$ cat src/pkg/cir_defines.svh
// Constants for the card information register bank
`ifndef CIR_DEFINES_SVH
`define CIR_DEFINES_SVH
`define CIR_ADDR_DEFAULT 16'h0001
`define CIR_ADDR_BROADCAST 16'h0000
`define CIR_STRUCT_VAL 2'h1
`define CIR_STDVER_VAL 4'h2
`define CIR_ACC_ABS_VAL 8'h0E
`define CIR_ACC_CLK_VAL 8'h01
`define CIR_SPEED_VAL 8'h2A
`define CIR_CLASS_MAP_VAL 12'h0FF
`define CIR_BLKLEN_VAL 4'h9
`define CIR_CRC_POLY 7'h09
`define CIR_SEL_COND 2'h0
`define CIR_SEL_IDENT 2'h1
`define CIR_SEL_PARAM 2'h2
`define CIR_PARAM_USER_W 74
`define CIR_COND_LAST 7'd31
`define CIR_REC_LAST 7'd127
`endif

$ cat src/pkg/cir_pkg.sv
// Types for the card information register bank
package cir_pkg;
  // Which information register a read command asks for
  typedef enum logic [1:0] {
    CIR_RD_COND = 2'h0,
    CIR_RD_IDENT = 2'h1,
    CIR_RD_PARAM = 2'h2,
    CIR_RD_NONE = 2'h3
  } cir_sel_t;
  // Read request from the command decoder
  typedef struct packed {
    logic start;
    cir_sel_t sel;
  } cir_rd_req_t;
  // Serial answer stream
  typedef struct packed {
    logic valid;
    logic bit_out;
    logic last;
  } cir_stream_t;
  // Factory identity fields
  typedef struct packed {
    logic [7:0] maker;
    logic [15:0] oem_application_code;
    logic [47:0] product_name;
    logic [7:0] product_revision;
    logic [31:0] product_serial;
    logic [7:0] manufacture_date;
  } cir_ident_t;
  // Serialiser states
  typedef enum {CIR_IDLE, CIR_SHIFT} cir_state_t;
endpackage

$ cat src/rtl/cir_bank.sv
// Card information register bank: conditions, identity, address and parameter records
//
// Overview of operation
// - Identity record holds maker, OEM, name, serial, CRC fields
// - Identity CRC7 over bits 127..8, poly x7+x3+1
// - Host assigns address by set command; never readable
// - Power-up reset loads address 0x0001
// - Address zero reserved; deselect zero sends standby
// - Read-only 32-bit operating conditions register
// - Records read only by their dedicated commands
// - SPI mode: conditions, identity, parameters; no address
// - Parameter record structure 1, version 2, reserved zero
// - Access time fields 0x0E and 0x01
// - Transfer rate code 0x2A at bits 103..96
// - Command class map 0x0FF at bits 95..84
// - Read block length code 0x9 at 83..80
// - Partial read set, misalign and driver flags clear
`timescale 1ns/1ps
`include "cir_defines.svh"
module cir_bank
  import cir_pkg::*;
#(
  parameter logic [31:0] COND_VALUE = 32'h80FF8000,  // Voltage window and ready bit
  parameter cir_ident_t IDENT = '{8'h5A, 16'h1234, 48'h414243444546, 8'h10, 32'h00000001, 8'h01}, // Arbitrary values
  parameter logic [`CIR_PARAM_USER_W-1:0] PARAM_LOW_DEFAULT = '0   // Fields below bit 74
) (
  input wire logic mclk,
  input wire logic reset_n,                  // Power-up detector reset
  input wire logic spi_mode,                 // Card runs in SPI mode
  input wire cir_rd_req_t rd_req,            // Dedicated read command
  input wire logic set_addr_cmd,             // Set-relative-address command pulse
  input wire logic [15:0] set_addr_value,    // Address carried by it
  input wire logic select_cmd,               // Select/deselect command pulse
  input wire logic [15:0] select_addr,       // Address carried by it
  input wire logic param_prog_we,            // Program user part of parameter record
  input wire logic [`CIR_PARAM_USER_W-1:0] param_prog_data, // New user part
  input wire logic shift_en,                 // One bit per link clock
  output cir_stream_t rd_stream,             // Serial record answer
  output logic addr_match,                   // Addressed command targets this card
  output logic go_standby,                   // Deselect-all seen
  output logic [6:0] ident_crc               // Computed identity checksum
);

  // CRC7 over a vector, MSB first
  function automatic logic [6:0] crc7(input logic [119:0] msg);
    logic [6:0] c;
    logic fb;
    c = '0;
    for (int i = 119; i >= 0; i--) begin
      fb = msg[i] ^ c[6];
      c = {c[5:0], 1'b0};
      if (fb) begin
        c = c ^ `CIR_CRC_POLY;
      end
    end
    return c;
  endfunction

  // The address has no read path at all: only the match pulse reveals it
  logic [15:0] addr_q, addr_d;               // Relative address, write only
  logic [`CIR_PARAM_USER_W-1:0] param_low_q, param_low_d;  // Programmable parameter bits
  logic [127:0] shreg_q, shreg_d;            // Output shifter
  logic [6:0] cnt_q, cnt_d;                  // Bits remaining minus one
  cir_state_t state_q, state_d;              // Serialiser state
  logic standby_q, standby_d;                // Standby pulse register
  logic match_q, match_d;                    // Address match register
  logic [127:0] ident_word;                  // Assembled identity record
  logic [127:0] param_word;                  // Assembled parameter record

  // Identity record with checksum and fixed one
  // The checksum is a constant of the parameters, so it costs no registers
  assign ident_crc = crc7(IDENT);
  assign ident_word = {IDENT, ident_crc, 1'b1};

  // Parameter record layout, fixed fields above the user part
  assign param_word = {`CIR_STRUCT_VAL, `CIR_STDVER_VAL, 2'b00,
                       `CIR_ACC_ABS_VAL, `CIR_ACC_CLK_VAL,
                       `CIR_SPEED_VAL,
                       `CIR_CLASS_MAP_VAL,
                       `CIR_BLKLEN_VAL,
                       1'b1, 1'b0, 1'b0, 1'b0,
                       2'b00, param_low_q};

  // Address register and command decode next state
  always_comb begin
    addr_d = addr_q;
    param_low_d = param_low_q;
    standby_d = 1'b0;
    match_d = 1'b0;
    // Zero cannot be assigned; SPI mode has no address register
    if (set_addr_cmd && !spi_mode && set_addr_value != `CIR_ADDR_BROADCAST) begin
      addr_d = set_addr_value;
    end
    if (select_cmd && !spi_mode) begin
      if (select_addr == `CIR_ADDR_BROADCAST) begin
        standby_d = 1'b1;
      end else if (select_addr == addr_q) begin
        match_d = 1'b1;
      end
    end
    // User part takes effect at the next record load
    if (param_prog_we) begin
      param_low_d = param_prog_data;
    end
  end

  // Address, parameter and pulse registers; power-up reset restores defaults
  always_ff @(posedge mclk or negedge reset_n) begin
    if (!reset_n) begin
      addr_q <= `CIR_ADDR_DEFAULT;
      param_low_q <= PARAM_LOW_DEFAULT;
      standby_q <= 1'b0;
      match_q <= 1'b0;
    end else begin
      addr_q <= addr_d;
      param_low_q <= param_low_d;
      standby_q <= standby_d;
      match_q <= match_d;
    end
  end

  assign go_standby = standby_q;
  assign addr_match = match_q;

  // Serialiser next state: load on a read command, shift MSB first
  always_comb begin
    state_d = state_q;
    shreg_d = shreg_q;
    cnt_d = cnt_q;
    case (state_q)
      CIR_IDLE: begin
        if (rd_req.start) begin
          case (rd_req.sel)
            CIR_RD_COND: begin
              // Short register sits left-aligned so the MSB leads
              shreg_d = {COND_VALUE, 96'h0};
              cnt_d = `CIR_COND_LAST;
              state_d = CIR_SHIFT;
            end
            CIR_RD_IDENT: begin
              shreg_d = ident_word;
              cnt_d = `CIR_REC_LAST;
              state_d = CIR_SHIFT;
            end
            CIR_RD_PARAM: begin
              shreg_d = param_word;
              cnt_d = `CIR_REC_LAST;
              state_d = CIR_SHIFT;
            end
            default: begin
              state_d = CIR_IDLE;
            end
          endcase
        end
      end
      CIR_SHIFT: begin
        if (shift_en) begin
          shreg_d = {shreg_q[126:0], 1'b0};
          if (cnt_q == 7'd0) begin
            state_d = CIR_IDLE;
          end else begin
            cnt_d = cnt_q - 7'd1;
          end
        end
      end
      default: begin
        state_d = CIR_IDLE;
      end
    endcase
  end

  // Serialiser registers
  always_ff @(posedge mclk or negedge reset_n) begin
    if (!reset_n) begin
      state_q <= CIR_IDLE;
      shreg_q <= '0;
      cnt_q <= '0;
    end else begin
      state_q <= state_d;
      shreg_q <= shreg_d;
      cnt_q <= cnt_d;
    end
  end

  // Current bit is the shifter MSB
  assign rd_stream.valid = (state_q == CIR_SHIFT);
  assign rd_stream.bit_out = shreg_q[127];
  assign rd_stream.last = (state_q == CIR_SHIFT) && (cnt_q == 7'd0);

endmodule

$ cat config.mk
export PLATFORM = sky130hd
export DESIGN_NAME = cir_bank
export DESIGN_NICKNAME = d
export VERILOG_FILES = /design/src/pkg/cir_pkg.sv /design/src/rtl/cir_bank.sv
export VERILOG_INCLUDE_DIRS = /design/src /design/src/pkg
export SDC_FILE = /design/constraint.sdc
export NUM_CORES = 1
export LEC_CHECK = 0
export BUFFER_PORTS_ARGS = -buffer_cell sky130_fd_sc_hd__buf_4
export CAP_MARGIN = 20
export CORE_ASPECT_RATIO = 0.75
export CORE_MARGIN = 5
export CORE_UTILIZATION = 55
export CTS_CLUSTER_DIAMETER = 150
export DETAILED_ROUTE_END_ITERATION = 7
export PLACE_DENSITY = 0.8
export SYNTH_ARGS = -nofsm -noshare
export SYNTH_HDL_FRONTEND = slang
export SYNTH_SLANG_ARGS = --single-unit
export TNS_END_PERCENT = 5
$ cat constraint.sdc
create_clock -name mclk -period 2.1 [get_ports mclk]
set_input_delay 0.315 -clock mclk [delete_from_list [all_inputs] [get_ports mclk]]
set_output_delay 0.315 -clock mclk [all_outputs]
set_load 0.02 [all_outputs]
==> summary.txt <==
Status
  • Status: finished, final reports clean

GRT
  • Grt ovf: 0
  • Vias in the first global route: between 7000 and 8000
  • Initial antenna violation count: 0
  • Largest net degree at the start of global routing: 75
  • Total GRT Usage: 0.216
  • First-pass GRT wire length: ~37 mm

Place
  • Port-buffer cells: 120
  • Total placed cells including tap cells: about 1200
  • GPL Wtd Cong: 0.821
  • Dpl cell area: between 10000 and 15000 µm²
  • Post-Place Worst Slack: about 170 ps
  • HPWL Detailed: roughly 14 mm

Synthesis
  • Yosys top cell by area: dfrtp_1
  • Post-synthesis area per instance: around 11 µm²
  • Seq cells post-synth: 228
  • Post-synthesis mux area share: 0.106
  • Largest family of logic cells by synthesized area: compound AO/OA/AOI/OAI gates
  • Top-count cell post-synth: dfrtp_1
  • Synth Cell Area: between 9000 and 10000 µm²
  • Synth area leaders: dfrtp_1, mux2_2, nor2_1, a221oi_1, nand2_1
  • XOR/XNOR share of the synthesized area: 0.0153
  • Top cells by count, synth: dfrtp_1, nor2_1, mux2_2, nand2_1, a221oi_1
  • Post-synthesis cell count: between 800 and 900
  • Adder and majority gate portion of the synthesized area: 0.0115
  • Post-synth EDFFs: 0
  • Unique cell type count in the Yosys netlist: between 40 and 50
  • Ys async rst share: 1.00
  • Post-synth top area share: 0.582
  • Sequential area share after synthesis: 0.585
  • Most used DFF post-synth: dfrtp_1
  • Yosys warns: 0
  • Synth Area in Simple Gates: 0.122
  • Compound-cell area share of the yosys netlist: 0.123

Die
  • Die Area: between 20000 and 25000 µm²
  • Starting Density: 0.556
  • Die Wd: roughly 160 µm
  • IO Pins: 128
  • DIE HEIGHT: 125 µm
  • Standard-cell rows: 42
  • Core Footprint: between 15000 and 20000 µm²

Timing
  • Setup_tns: 0 ps
  • Maximum operating frequency: slightly below 500 MHz
  • Setup ws final: between 30 and 40 ps
  • Relative slew slack: 0.629
  • Worst Skew: approximately 13 ps
  • Minimum clock period: around 2100 ps
  • WHS: between 30 and 40 ps
  • Endpoints failing hold: 0
  • Slew at the pin closest to its max-slew limit: about 550 ps
  • Max Slew Vio Count: 0
  • # setup viols final: 0
  • Final worst-path cycle share: 0.984
  • Unrepaired setup endpoints after global routing: true

Job
  • Max cap viols: 0

Min path
  • WHS Endpoint: param_low_q[51]
  • Worst min-delay path class: in2reg
  • Hold depth: 2
  • Worst Hold Launch: param_prog_data[51]

Worst setup path
  • Crit start category: flop
  • Critical Path RT: approximately 1800 ps
  • CP Data Arrival Time: 1750 ps
  • Crit path largest cell delay: around 600 ps
  • Slowest-stage cell, CP: or4_4
  • Crit Path Class: reg2out
  • CP startpoint: cnt_q[4]
  • Setup slack, reg-to-reg: ~270 ps
  • CP Capture Type: primary output
  • Reg2reg start: state_q[0]
  • CP Max Fanout: 4
  • R2R depth: 4
  • R2r endpoint: cnt_q[5]
  • Critical path, cell by cell: or4_4 > nor2_4 > buf_6

Power
  • Pwr Total: approximately 14 mW
  • VDD IR max: about 0.75 mV
  • PD cells: 1170 nW/µm²
  • P_leak: approximately 5.2 nW

Route
  • WL/cell: approximately 17 µm
  • Residual DRC: 0
  • Drt total wl: around 21 mm
  • DR iter-0 viols: between 500 and 600
  • First-pass DRT Iterations: 5
  • Routed vias/inst: around 5.6
  • Detail Route Antenna Nets: 0
  • Total number of vias: about 7100

Layout
  • Final Cell Area: 11900 µm²
  • Layout cell share with drive strength beyond 1: 0.290
  • Final core occ: 0.675
  • # diodes: 0
  • Fillcell total: ~1300
  • Syn-to-layout area delta: 21.5%
  • Fin cells: roughly 1300
  • Nets: approximately 1100

Clocking
  • CTS sink cnt: approximately 230
  • Clock-pin slew on the worst setup and hold paths: 60 ps
  • Num CTS Buffers: 23
  • CTS tree: done
  • CTS HTree Levels: 1
  • Worst-Skew Late Latency: just over 500 ps
  • Root buf cell: clkbuf_16
  • Max Buffers Root-to-Sink: 3
[worst max path at each step]
stage | slack [ps] | cells after the start | to
4_1_cts | 20 | 3 | rd_stream[0]
6_report | 30 | 3 | rd_stream[0]
3_5_place_dp | 170 | 8 | shreg_q[43]
2_1_floorplan | 370 | 8 | shreg_q[27]
3_3_place_gp | 280 | 8 | shreg_q[56]
5_1_grt | -10 | 3 | rd_stream[0]
[area by class of cell]
class / count / area (µm²) / share of cell area
inverter: 5 / 18.8 / 0.00158
clock buffer: 29 / 638 / 0.0538
tap: 242 / 303 / 0.0255
sequential: 228 / 5710 / 0.482
timing repair buffer: 151 / 1290 / 0.109
multi-input combinational: 583 / 3740 / 0.316
clock inverter: 12 / 145 / 0.0122
[critical path: cells and delay by family (launching register included)]
family	cells	cell delay (ps)
and+or+nand+nor	2	710
DFF	1	410
buffers and inverters	1	120
[power breakdown]
group / total [mW] / leakage (nW) / internal (mW) / switching (mW)
clock: 4.21 / 0.390 / 2.53 / 1.69
combinational: 2.93 / 2.12 / 1.42 / 1.51
sequential: 6.67 / 2.69 / 5.79 / 0.876
[cells by family after synthesis]
family,count (synthesis)
fa+ha+maj,9
simple gates,281
xor+xnor,17
other cells,2
compound gates,177
flops,228
buf+inv,77
mux,92
[state kept, by name, indices dropped and copies added (netlist names)]
signal,cells
addr_match,1
state_q,1
cnt_q,7
go_standby,1
shreg_q,128
addr_q,16
param_low_q,74
[cell usage in the layout, fill, tap and decap left out, types with 17 or more instances in the layout]
cell type    n
a21oi_1     39
a221oi_1    61
buf_4      135
clkbuf_16   23
dfrtp_1    226
mux2_2      90
nand2_1     85
nand3_1     17
nor2_1     143
o21ai_0     52
[timing repair]
item                       CTS  global route
gates resized for setup      4             2
hold endpoints to repair    63             0
hold buffers                 2             0
setup buffers                0             0
pin swaps                    2             1
setup endpoints to repair    2             2
cloned                       0             0
[metal layers]
layer,GRT usage,part of all wire
met2,0.334,0.46
met3,0.0375,0.053
met5,0,0
met1,0.330,0.47
met4,0.0355,0.013
Power figures use the tool's default switching activity.
